===== src/common/isr_defines.vh =====
// Register map, field positions and reset values of the I2C register target
`ifndef ISR_DEFINES_VH
`define ISR_DEFINES_VH
`define ISR_REG_DATA 8'h80
`define ISR_REG_DLEN 8'h81
`define ISR_REG_STATE 8'h82
`define ISR_REG_ADDR 8'h83
`define ISR_REG_MAXCLK 8'h84
`define ISR_REG_GUARD 8'h85
`define ISR_REG_TMO 8'h86
`define ISR_REG_RESTART 8'h88
`define ISR_REG_SPEED 8'h89
`define ISR_DLEN_MIN 16'h0010
`define ISR_FRAME_OVH 16'h0005
`define ISR_ADDR_RESET 7'h30
`define ISR_SPEED_RESET 3'h3
`define ISR_SPEED_SM 3'h1
`define ISR_SPEED_FM 3'h2
`define ISR_SPEED_SMFM 3'h3
`define ISR_SPEED_FMP 3'h4
`define ISR_PERSIST_BIT 15
`define ISR_CLK_MIN_KHZ 32'h0000_0032
`define ISR_CLK_FM_KHZ 32'h0000_0190
`define ISR_CLK_FMP_KHZ 32'h0000_03E8
`define ISR_UNSUPPORTED 32'h0FFF_FFFF
`define ISR_SPEED_W 3
`endif


===== src/core/isr_target.v =====
// I2C register-addressed target: bus engine, register file, data window
// ****************************************************************
// ****************************************************************
`include "isr_defines.vh"
module isr_target #(
	parameter MAX_DLEN = 16'h0110,
	parameter DEPTH_W = 8,
	parameter [31:0] GUARD_VAL = `ISR_UNSUPPORTED,
	parameter [31:0] TMO_VAL = `ISR_UNSUPPORTED,
	parameter [31:0] FM_KHZ = `ISR_CLK_FM_KHZ,
	parameter [31:0] FMP_KHZ = `ISR_CLK_FMP_KHZ,
	parameter [7:0] FEATURES = 8'h0F
) (
	// Clock and reset
	input wire clk,
	input wire nrst,
	// I2C pins, open drain
	input wire scl_in,
	input wire sda_in,
	output reg sda_out_r,
	output reg sda_oe_r,
	// Command engine side
	output reg cmd_valid_r,
	output reg [7:0] cmd_byte_r,
	output reg cmd_last_r,
	input wire busy,
	input wire rsp_valid,
	input wire [15:0] rsp_len,
	input wire [7:0] rsp_byte,
	output reg rsp_pop_r,
	// Persistent store and reset request
	input wire [6:0] stored_addr,
	input wire [2:0] stored_speed,
	output reg persist_addr_we_r,
	output reg persist_speed_we_r,
	output reg [6:0] persist_addr_r,
	output reg [2:0] persist_speed_r,
	output reg restart_req_r,
	// Visible settings
	output reg [15:0] win_len_r,
	output reg [2:0] speed_r
);
	// ****************************************************************
	// Pin synchronisers and bus event detection
	// ****************************************************************
	reg [1:0] scl_s_r, sda_s_r;
	reg scl_d_r, sda_d_r;
	always @(posedge clk or negedge nrst) begin
		if (!nrst) begin
			scl_s_r <= 2'h3;
			sda_s_r <= 2'h3;
			scl_d_r <= 1'b1;
			sda_d_r <= 1'b1;
		end else begin
			scl_s_r <= {scl_s_r[0], scl_in};
			sda_s_r <= {sda_s_r[0], sda_in};
			scl_d_r <= scl_s_r[1];
			sda_d_r <= sda_s_r[1];
		end
	end
	wire scl = scl_s_r[1];
	wire sda = sda_s_r[1];
	wire scl_rise = scl & ~scl_d_r;
	wire scl_fall = ~scl & scl_d_r;
	wire start_ev = scl & scl_d_r & sda_d_r & ~sda;
	wire stop_ev = scl & scl_d_r & ~sda_d_r & sda;

	// ****************************************************************
	// Byte engine
	// ****************************************************************
	localparam ST_IDLE = 3'h0;
	localparam ST_ADDR = 3'h1;
	localparam ST_AACK = 3'h2;
	localparam ST_WR = 3'h3;
	localparam ST_WACK = 3'h4;
	localparam ST_RD = 3'h5;
	localparam ST_RACK = 3'h6;
	reg [2:0] st_r;
	reg [7:0] sh_r;
	reg [2:0] bit_r;
	reg [7:0] sel_r;
	reg [1:0] idx_r;
	reg [DEPTH_W-1:0] widx_r;
	reg first_r;
	reg armed_r;
	reg [6:0] addr_r;
	reg [6:0] addr_pend_r;
	reg [15:0] len_pend_r;
	reg [15:0] wbuf_r;
	reg [31:0] rd_word;
	reg [7:0] rd_byte;
	wire [15:0] frame_size = win_len_r - `ISR_FRAME_OVH;
	always @* begin
		case (sel_r)
		`ISR_REG_STATE: rd_word = {busy, rsp_valid, 2'h0, FEATURES[3:0],
			FEATURES[7:4] & 4'h8, 4'h0, rsp_len};
		`ISR_REG_DLEN: rd_word = {win_len_r, 16'h0000};
		`ISR_REG_MAXCLK: rd_word = (speed_r == `ISR_SPEED_FMP) ?
			FMP_KHZ : FM_KHZ;
		`ISR_REG_GUARD: rd_word = GUARD_VAL;
		`ISR_REG_TMO: rd_word = TMO_VAL;
		`ISR_REG_SPEED: rd_word = {13'h0000, speed_r, 16'h0000};
		default: rd_word = 32'h0000_0000;
		endcase
		// Multi-byte registers are sent most significant byte first
		case (idx_r)
		2'h0: rd_byte = rd_word[31:24];
		2'h1: rd_byte = rd_word[23:16];
		2'h2: rd_byte = rd_word[15:8];
		default: rd_byte = rd_word[7:0];
		endcase
		if (sel_r == `ISR_REG_DATA)
			rd_byte = rsp_byte;
	end

	always @(posedge clk or negedge nrst) begin
		if (!nrst) begin
			st_r <= ST_IDLE;
			sh_r <= 8'h00;
			bit_r <= 3'h0;
			sel_r <= 8'h00;
			idx_r <= 2'h0;
			widx_r <= {DEPTH_W{1'b0}};
			first_r <= 1'b0;
			armed_r <= 1'b0;
			addr_r <= `ISR_ADDR_RESET;
			addr_pend_r <= `ISR_ADDR_RESET;
			len_pend_r <= MAX_DLEN;
			win_len_r <= MAX_DLEN;
			speed_r <= `ISR_SPEED_RESET;
			wbuf_r <= 16'h0000;
			sda_out_r <= 1'b0;
			sda_oe_r <= 1'b0;
			cmd_valid_r <= 1'b0;
			cmd_byte_r <= 8'h00;
			cmd_last_r <= 1'b0;
			rsp_pop_r <= 1'b0;
			persist_addr_we_r <= 1'b0;
			persist_speed_we_r <= 1'b0;
			persist_addr_r <= `ISR_ADDR_RESET;
			persist_speed_r <= `ISR_SPEED_RESET;
			restart_req_r <= 1'b0;
		end else begin
			cmd_valid_r <= 1'b0;
			cmd_last_r <= 1'b0;
			rsp_pop_r <= 1'b0;
			persist_addr_we_r <= 1'b0;
			persist_speed_we_r <= 1'b0;
			if (start_ev | stop_ev) begin
				// Staged settings apply only between accesses
				addr_r <= addr_pend_r;
				win_len_r <= len_pend_r;
				sda_oe_r <= 1'b0;
				bit_r <= 3'h0;
				armed_r <= 1'b0;
				st_r <= stop_ev ? ST_IDLE : ST_ADDR;
				if (stop_ev && st_r == ST_WR && sel_r == `ISR_REG_DATA
					&& !first_r)
					cmd_last_r <= 1'b1;
			end else begin
				case (st_r)
				ST_ADDR: begin
					// The SCL fall that ends a START carries no bit
					if (scl_rise) begin
						sh_r <= {sh_r[6:0], sda};
						bit_r <= bit_r + 3'h1;
						armed_r <= 1'b1;
					end else if (scl_fall && bit_r == 3'h0 && armed_r) begin
						if (sh_r[7:1] == addr_r) begin
							sda_out_r <= 1'b0;
							sda_oe_r <= 1'b1;
							st_r <= ST_AACK;
							idx_r <= 2'h0;
							widx_r <= {DEPTH_W{1'b0}};
							first_r <= ~sh_r[0];
							if (sh_r[0])
								idx_r <= 2'h0;
						end else begin
							st_r <= ST_IDLE;
						end
					end
				end
				ST_AACK: begin
					if (scl_fall) begin
						if (sh_r[0]) begin
							st_r <= ST_RD;
							sda_out_r <= rd_byte[7];
							sda_oe_r <= ~rd_byte[7];
							sh_r <= {rd_byte[6:0], 1'b1};
							if (sel_r == `ISR_REG_DATA)
								rsp_pop_r <= 1'b1;
						end else begin
							st_r <= ST_WR;
							sda_oe_r <= 1'b0;
						end
					end
				end
				ST_WR: begin
					if (scl_rise) begin
						sh_r <= {sh_r[6:0], sda};
						bit_r <= bit_r + 3'h1;
					end else if (scl_fall && bit_r == 3'h0) begin
						sda_out_r <= 1'b0;
						sda_oe_r <= 1'b1;
						st_r <= ST_WACK;
						first_r <= 1'b0;
						if (first_r) begin
							sel_r <= sh_r;
							idx_r <= 2'h0;
						end else begin
							idx_r <= idx_r + 2'h1;
							wbuf_r <= {wbuf_r[7:0], sh_r};
							case (sel_r)
							`ISR_REG_DATA: begin
								// Bytes beyond the window are not forwarded while win_len_r is below 2**DEPTH_W; longer windows forward every byte
								if (widx_r < win_len_r[DEPTH_W-1:0] ||
									win_len_r[15:DEPTH_W] != 0) begin
									cmd_valid_r <= 1'b1;
									cmd_byte_r <= sh_r;
									widx_r <= widx_r + 1'b1;
								end
							end
							`ISR_REG_DLEN: if (idx_r == 2'h1) begin
								if ({wbuf_r[7:0], sh_r} < `ISR_DLEN_MIN)
									len_pend_r <= `ISR_DLEN_MIN;
								else if ({wbuf_r[7:0], sh_r} > MAX_DLEN)
									len_pend_r <= MAX_DLEN;
								else
									len_pend_r <= {wbuf_r[7:0], sh_r};
							end
							`ISR_REG_ADDR: if (idx_r == 2'h1) begin
								addr_pend_r <= sh_r[6:0];
								if (wbuf_r[7]) begin
									persist_addr_we_r <= 1'b1;
									persist_addr_r <= sh_r[6:0];
								end
							end
							`ISR_REG_RESTART: restart_req_r <= 1'b1;
							`ISR_REG_SPEED: if (idx_r == 2'h1) begin
								if (sh_r[2:0] >= `ISR_SPEED_SM &&
									sh_r[2:0] <= `ISR_SPEED_FMP) begin
									speed_r <= sh_r[2:0];
									if (wbuf_r[7]) begin
										persist_speed_we_r <= 1'b1;
										persist_speed_r <= sh_r[2:0];
									end
								end
							end
							default: ;
							endcase
						end
					end
				end
				ST_WACK: if (scl_fall) begin
					sda_oe_r <= 1'b0;
					st_r <= ST_WR;
				end
				ST_RD: begin
					if (scl_fall) begin
						bit_r <= bit_r + 3'h1;
						if (bit_r == 3'h7) begin
							sda_oe_r <= 1'b0;
							st_r <= ST_RACK;
						end else begin
							sda_out_r <= sh_r[7];
							sda_oe_r <= ~sh_r[7];
							sh_r <= {sh_r[6:0], 1'b1};
						end
					end
				end
				ST_RACK: begin
					if (scl_rise) begin
						bit_r <= 3'h0;
						if (sda)
							st_r <= ST_IDLE;
						else
							idx_r <= idx_r + 2'h1;
					end else if (scl_fall) begin
						st_r <= ST_RD;
						sda_out_r <= rd_byte[7];
						sda_oe_r <= ~rd_byte[7];
						sh_r <= {rd_byte[6:0], 1'b1};
						if (sel_r == `ISR_REG_DATA)
							rsp_pop_r <= 1'b1;
					end
				end
				default: st_r <= ST_IDLE;
				endcase
			end
		end
	end
	wire unused_ok = &{1'b0, frame_size, stored_addr, stored_speed};
endmodule // isr_target


===== config.mk =====
export PLATFORM = sky130hd
export DESIGN_NAME = isr_target
export DESIGN_NICKNAME = d
export VERILOG_FILES = /design/src/core/isr_target.v
export VERILOG_INCLUDE_DIRS = /design/src /design/src/common
export SDC_FILE = /design/constraint.sdc
export NUM_CORES = 1
export LEC_CHECK = 0
export ABC_CLOCK_PERIOD_IN_PS = 2940
export CAP_MARGIN = 20
export CORE_MARGIN = 2
export CORE_UTILIZATION = 41
export DETAILED_ROUTE_END_ITERATION = 7
export DONT_BUFFER_PORTS = 1
export PLACE_DENSITY = 0.61
export SYNTH_ARGS = -nofsm -noshare
export SYNTH_HDL_FRONTEND = slang
export SYNTH_SLANG_ARGS = --single-unit
export TNS_END_PERCENT = 50

===== constraint.sdc =====
create_clock -name clk -period 2.94 [get_ports clk]
set_input_delay 0.294 -clock clk [delete_from_list [all_inputs] [get_ports clk]]
set_output_delay 0.294 -clock clk [all_outputs]
set_load 0.05 [all_outputs]

==> results of run 1 <==
==> metal layers <==
metal | GRT usage [%] | up-vias
li1 | - | 2392
met1 | 31.7 | 2615
met2 | 35.9 | 182
met3 | 5.49 | 32
met4 | 9.65 | 0
met5 | 0 | -
==> area by class of cell <==
type / instances / share of cell area, %
Clock inverter: 15 / 2.22
Sequential cell: 123 / 41.5
Timing Repair Buffer: 47 / 4.78
Tap cell: 211 / 3.53
Inverter: 25 / 1.25
Multi-Input combinational cell: 463 / 41.1
Clock buffer: 17 / 5.69
==> worst register-to-register path, stage by stage, from the launching register on <==
cell,delay (ns)
dfstp_2,0.54
inv_1,0.05
ha_1,0.20
nand4bb_4,0.26
or2_4,0.31
or3_4,0.34
a221o_1,0.38
or4_1,0.49
a21oi_1,0.15
==> Yosys cell counts (all sizes together) (8+ instances only) <==
master,count
a22o,9
xor2,9
ha,18
dfstp,20
o31ai,8
nand2,107
nand4,8
nor3,9
inv,25
nor2b,12
nand3,13
clkbuf,32
o21ai,36
buf,8
and2,11
nand2b,8
dfrtp,103
nor2,26
a22oi,8
a21oi,33
mux2,41
and3,9
==> cell families (layout without fill, tap and decap cells) <==
logic type / Yosys count / count (layout) / synth area share, %
xor+xnor: 10 / 10 / 1.36
fa+ha+maj: 18 / 18 / 3.50
flops: 123 / 123 / 48.3
buf+inv: 65 / 104 / 4.01
simple gates: 231 / 231 / 17.9
compound gates: 159 / 159 / 17.1
mux: 45 / 45 / 7.81
==> worst max-delay path by stage <==
stage                 start        end  slack [ns]  cells past startpoint
6_report            scl_d_r  widx_r[4]        0.15                      8
5_1_grt             scl_d_r  widx_r[4]        0.04                      8
4_1_cts             scl_d_r  widx_r[4]        0.14                      8
3_5_place_dp        scl_d_r  widx_r[4]        0.16                      8
3_3_place_gp        scl_d_r  widx_r[4]        0.21                      8
2_1_floorplan  win_len_r[1]  widx_r[4]        0.28                      7
==> through the flow <==
step | util, % | hold slack [ns] | power, mW | worst slack, ns | cells
floorplan | - | -0.00159 | 2.46 | 0.281 | 651
global placement | 45.0 | 0.00301 | 2.77 | 0.212 | 867
detailed placement | 45.0 | 0.00272 | 2.78 | 0.163 | 867
CTS | 49.0 | -0.455 | 4.88 | 0.145 | 901
global route | 49.0 | -0.457 | 5.04 | 0.0424 | 901
finish | 49.0 | -0.443 | 4.85 | 0.146 | 901
==> where the power goes <==
group	internal, mW	total, mW	switching [mW]
Sequential	1.78	1.88	0.106
Combinational	0.312	0.885	0.573
Clock	1.14	2.08	0.939
Total	3.23	4.85	1.62
==> state kept, by name, summed over array words and instances, names as in the netlist, 2 cells and up, named ones only <==
name / count
idx_r: 2
cmd_byte_r: 8
scl_s_r: 2
st_r: 3
persist_addr_r: 7
sh_r: 7
persist_speed_r: 3
len_pend_r: 16
bit_r: 3
widx_r: 8
wbuf_r: 8
addr_pend_r: 7
speed_r: 3
sel_r: 8
win_len_r: 16
sda_s_r: 2
addr_r: 7
==> metrics list, run 1 <==
- The flow ran to the end, but the final reports show violations.
* Violated checks: negative hold slack
- Met2 layer wire length in the routed design: 8.71 mm
* Total number of vias: roughly 5,200
- In this run the cell area of the synthesized design comes to between 0.006 and 0.007 sq mm.
- The pre-antenna-repair detailed-routing pass consisted of 5 iterations.
- On the worst path, the slowest cell contributes a delay of 0.54 ns.
- The later pin in the worst-skew pair is clocked with a latency of 0.43 ns.
* Number of buffers inserted by port buffering: 0
- Dividing the detail-routed wire length by the instance count gives roughly 21 um.
* Post-route DRC: 0
* Area contributors post-synth: dfrtp_1 40%, dfstp_2 8.2%, mux2_2 7.2%
- In the finished design, the share of the clock period the worst path needs comes to approximately 95%.
* CTS sink count: between 100 and 150
* Cell Chain, Critical Path: inv_1, ha_1, nand4bb_4, or2_4, or3_4, a221o_1, or4_1, a21oi_1
- Footprint of the flip-flops and latches: roughly 0.0031 sq mm
- Maximum capacitance violations: 0
- Worst hold margin: -0.443 ns
- Mapped Cells: around 650
- Standard cell area after detailed placement: ~0.0069 sq mm
- Distinct cell type count of the synthesized netlist: between 70 and 80
- Clock-pin slew was measured on the worst setup and hold paths at roughly 0.060 ns.
* Number of cell rows: 45
- The worst register-to-register path has a setup slack of roughly 0.15 ns.
- The analysis attributes to cell leakage a power of 3.41 nW.
* FF-to-FF path depth: 8
- For this block, the routed nets add up to about 19 mm of wire.
- The library cell used most frequently in the layout, excluding fill and tap cells, is nand2_1.
* DPL Wire Length: between 10 and 15 mm
* Fraction of final layout cells sized beyond drive strength 1: 22.0%
- Maximum number of buffers from clock root to sink: 2
- Mean cell area of the mapped netlist: about 9.9 sq um
* Layout Skew: a little over 0.01 ns
* Number of resized instances in the post-cts repair step: 0
- Setup_tns: 0 ns
- Wire length of the first global-routing pass: between 20 and 30 mm
- Slowest-stage cell, CP: dfstp_2
- Number of nets in the layout: approximately 740
- Initial Utilization: 42.1%
* Core Area: between 0.015 and 0.02 sq mm
* Maximum level of the CTS H-tree: 4
- Flop and latch count out of synthesis: around 120
- Antenna viol nets, final: 0
* Final critical path time including I/O delays and setup: around 2.8 ns
- Ports: 85
* Max Slew Vio Count: 0
- The synthesized design devotes to its leading area cell type around two fifths of total area.
- Quantity of hold-fixing buffers added after cts: 2
* Iteration-0 DRC Markers: 669
- Largest fanout on the critical path: 9
- The number of setup buffers added after CTS is 0.
- Number of buffers and inverters on the critical path: 1
- Setup repair after global routing missed its margin: no
- Global routing finished with a remaining overflow of 0.
- 0 antenna diodes ended up in the layout.
- Pin count of the biggest net entering global routing: roughly 120
- The die covers approximately 0.017 sq mm.
- Design area: around 0.0075 sq mm
* Data required, critical path: ~3.3 ns
- Setup violations remaining at the end of the flow were counted as 0.
- Endpoint of the worst register-to-register path: widx_r[4]
- The synthesized design contains 0 enable-type register cells.
- Compared with the post-synthesis result, the final layout area differs by 16.4%.
- Synthesis warning total: 0
- Headroom to the max-slew limit came out at 58.1%.
* Total Routing Usage GR: a little under a quarter
* CTS tree: built
* Startpoint of the most critical register-to-register path: scl_d_r
- Leading area contributor after synthesis: dfrtp_1
- Vias per Instance: 5.79
- For the pin with the worst max-slew slack, the measured transition is about 0.62 ns.
* Die span in y: 129 um
- CP Launch Type: flop
- Clock buffers created by TritonCTS: 17
* Initial antenna violation count: 0
* Power density cells: roughly 650 mW/mm^2
- Synthesized Nets: between 700 and 800
- The tightest min-delay check is of the in -> async type.
- Counting the fill cells in the layout gives between 1,000 and 1,500.
- Clock tree synthesis selected as its root buffer the cell clkbuf_16.
- Family with the most delay on the worst path: simple AND/OR/NAND/NOR gates
- The via count of the first global-routing pass came to 5,186.
* Top flip-flop cell by instance count after synthesis: dfrtp_1
* CP Capture Type: flop
* Gp weighted congestion: slightly above 0.9
- Of all flip-flops after synthesis, the portion carrying an async set or reset was 100%.
- Arrival time reported for the critical path endpoint: ~3.2 ns
* Max Clk Rate: about 360 MHz
- Commonest cells after routing, fill and taps aside: 107 x nand2_1, 103 x dfrtp_1, 45 x buf_4
* Critical setup path kind: reg -> reg
* Final Hold Fails: 123
* Width of the die: 129 um
* Length of routed met3 wiring: around 1.4 mm
- Worst IR Drop VDD: a little under 0.0005 V
- Sequential fraction of the synthesis area: roughly 48%
- The multi-input combinational cells in the finished layout cover a total of a little over 0.003 sq mm.
- Signal routing reaches up to met4.
- After detailed routing, the wire length on met1 is around 8 mm.
(Power assumes the default switching activity.)
==> inputs of run 2 (changes only) <==
--- a/config.mk
+++ b/config.mk
@@ -8,6 +8,7 @@
 export LEC_CHECK = 0
 export ABC_CLOCK_PERIOD_IN_PS = 2940
 export CAP_MARGIN = 20
+export CORE_ASPECT_RATIO = 2
 export CORE_MARGIN = 2
 export CORE_UTILIZATION = 41
 export DETAILED_ROUTE_END_ITERATION = 7
==> metrics list, run 2 (synthesis gave the netlist of run 1 again) <==
* Setup_tns: 0 ns (unchanged)
- Post-CTS setup buffer count: 0 (unchanged)
- The maximum vdd ir drop was 0.000403 V (-18%).
- Wire length after detailed routing: 19.7 mm (+6.7%)
* Largest fanout on the critical path: 9 (unchanged)
- Number of cell rows: 64 (+42%)
- Initial Utilization: 42.0% (-0.10 points)
- Clock buffers created by TritonCTS: 17 (unchanged)
- The overall track demand over capacity in global routing came to 24.5% (+1.2 points).
- The data required time of the critical path was 3.29 ns (about the same).
- The clock network latency to the later pin of the worst-skew pair was 0.43 ns (about the same).
- Outcome: complete, but fails checks
- The data arrival time of the worst path is 3.09 ns (-0.06 ns).
* 1st-pass router iterations: 8 (+3)
- The placeable core region came to 0.0153 sq mm (+0.24%).
- Initial antenna violation count: 1 (+1)
- Headroom to the max-slew limit: 49.5% (-8.6 points)
- The final critical path time including I/O delays and setup is 2.74 ns (-0.0565 ns).
* Clock transition at the registers of the reported paths: 0.06 ns (about the same)
- The power density of the placed cells was 638 mW/mm^2 (-1.6%).
* Post-route DRC: 0 (unchanged)
- The transition at the pin with the smallest max-transition slack came to 0.753 ns (+0.132 ns).
- The maximum achievable frequency came to 365 MHz (+2.1%).
- Maximum number of buffers from clock root to sink: 2 (unchanged)
- The number of max-capacitance violations reported was 0 (unchanged).
- The routability congestion estimate from global placement was 0.907 (-2.5%).
* CTS sink count: 123 (unchanged)
- The wire length of the first global-routing pass came to 30.7 mm (+5.3%).
- Final Hold Fails: 123 (unchanged)
- The setup path with the least slack is of type reg -> reg.
- Post-layout worst setup margin: 0.202 ns (+0.0565 ns)
- The number of buffers inserted for hold repair after clock tree synthesis was 2 (unchanged).
- The worst-case hold slack is -0.434 ns (+0.00883 ns).
- Ports: 85 (unchanged)
- In the layout the commonest cells are 107 x nand2_1, 103 x dfrtp_1, 52 x buf_4.
- Total gr overflow: 0 (unchanged)
- CP Launch Type: flop
- Max Slew Vio Count: 0 (unchanged)
- Leading cell type in the layout, fill and taps excluded: nand2_1
- The depth of the CTS H-tree was 4 (unchanged).
* Critical Path Start: scl_d_r
- Static Leak: 3.42 nW (+0.32%)
- The placement-stage worst setup slack came to 0.182 ns (+0.0186 ns).
* Worst hold-check path type: in -> async
- The worst setup path is captured at a flop.
- Setup repair after global routing missed its margin: no
- The final reports fail on negative hold slack.
* Startpoint of the most critical register-to-register path: scl_d_r
- Portion of the clock cycle consumed by the worst path in the final layout: 93.1% (-1.9 points)
- Layout Skew: 0.00995 ns (-0.000299 ns)
- Area of the die: 0.0168 sq mm (+0.37%)
* Clk Tree Root Cell: clkbuf_16
* Width of the die: 92.5 um (-28%)
- The height of the die is 181 um (+40%).
* Area Growth Syn to Fin: 16.6%
- Total number of vias: 5,295 (+1.4%)
- The number of setup violations in the final report is 0 (unchanged).
- Pin count of the biggest net entering global routing: 124 (unchanged)
- CTS tree: built
- DPL Wire Length: 14.6 mm (+9.6%)
- The number of I/O port buffers is 0 (unchanged).
* Final routed wire length divided by cell count: 22.0 um (+7.2%)
- The via count of the first global-routing pass was 5,420 (+4.5%).
- Vias per Instance: 5.90 (+1.9%)
- In the final layout, the registers with the most flip-flops are len_pend_r: 16 flops, win_len_r: 16 flops.
- The share of post-route cells with drive strength above 1 is 22.8% (+0.75 points).
* Number of nets in the layout: 743 (+1.1%)
* Antenna viol nets, final: 0 (unchanged)
* Iteration-0 DRC Markers: 453 (-32%)
-- run 2: cell count changes in the layout (fill, tap and decap cells not counted), sizes merged --
cell / previous run / this run
clkbuf: 17 / 19
inv: 36 / 27
clkinvlp: 0 / 5
bufinv: 0 / 1
buf: 45 / 52
diode: 0 / 1
clkinv: 4 / 6
-- run 2: area by class of cell --
cell class	count	area, sq um
Tap cell	198	248
Sequential cell	123	3100
Clock buffer	18	439
Antenna cell	1	2.50
Timing Repair Buffer	55	415
Fill cell	1390	7800
Inverter	25	93.8
Multi-Input combinational cell	463	3070
Clock inverter	14	123
-- run 2: where the power goes --
group | switching (mW) | leakage [nW] | internal [mW]
Clock | 0.802 | 0.264 | 1.18
Combinational | 0.572 | 1.52 | 0.324
Sequential | 0.120 | 1.64 | 1.78
-- run 2: final timing paths --
kind	end	slack, ns	cells after the start
setup / recovery	widx_r[4]	0.20	8
hold / removal	asynchronous set/reset pin	-0.43	0
setup reg to reg	widx_r[4]	0.20	8
hold reg to reg	scl_s_r[1]	0.36	0
max in group asynchronous	persist_addr_r[5]	3.10	0
min in group clk	sh_r[2]	0.04	2
-- run 2: metal layers --
| metal | wire length, um | global-route usage [%] |
|---|---|---|
| met5 | 0 | 0 |
| met4 | 1360 | 18.0 |
| met3 | 1240 | 5.88 |
| met2 | 10100 | 41.3 |
| met1 | 7030 | 26.1 |
-- run 2: critical path, stage by stage (launching register included) --
cell and delay (ns):
dfstp_2 0.54, inv_1 0.04, ha_1 0.18, nand4bb_4 0.22
or2_4 0.29, or3_4 0.35, a221o_1 0.39, or4_1 0.50
a21oi_1 0.15
-- run 2: what timing repair did --
action,in CTS,in global routing
resized for setup,0,1
endpoints found under the setup margin,0,1
endpoints found under the hold margin,125,123
-- run 2: stage by stage --
step / cells / hold WS [ns] / cell area (sq um) / utilization, % / power, mW
floorplan: 651 / -0.00159 / 6430 / - / 2.46
global placement: 861 / 0.00564 / 6900 / 45.1 / 2.80
detailed placement: 861 / 0.00574 / 6900 / 45.1 / 2.81
CTS: 895 / -0.453 / 7480 / 48.9 / 4.82
global route: 897 / -0.451 / 7490 / 49.0 / 4.97
finish: 897 / -0.434 / 7490 / 49.0 / 4.78
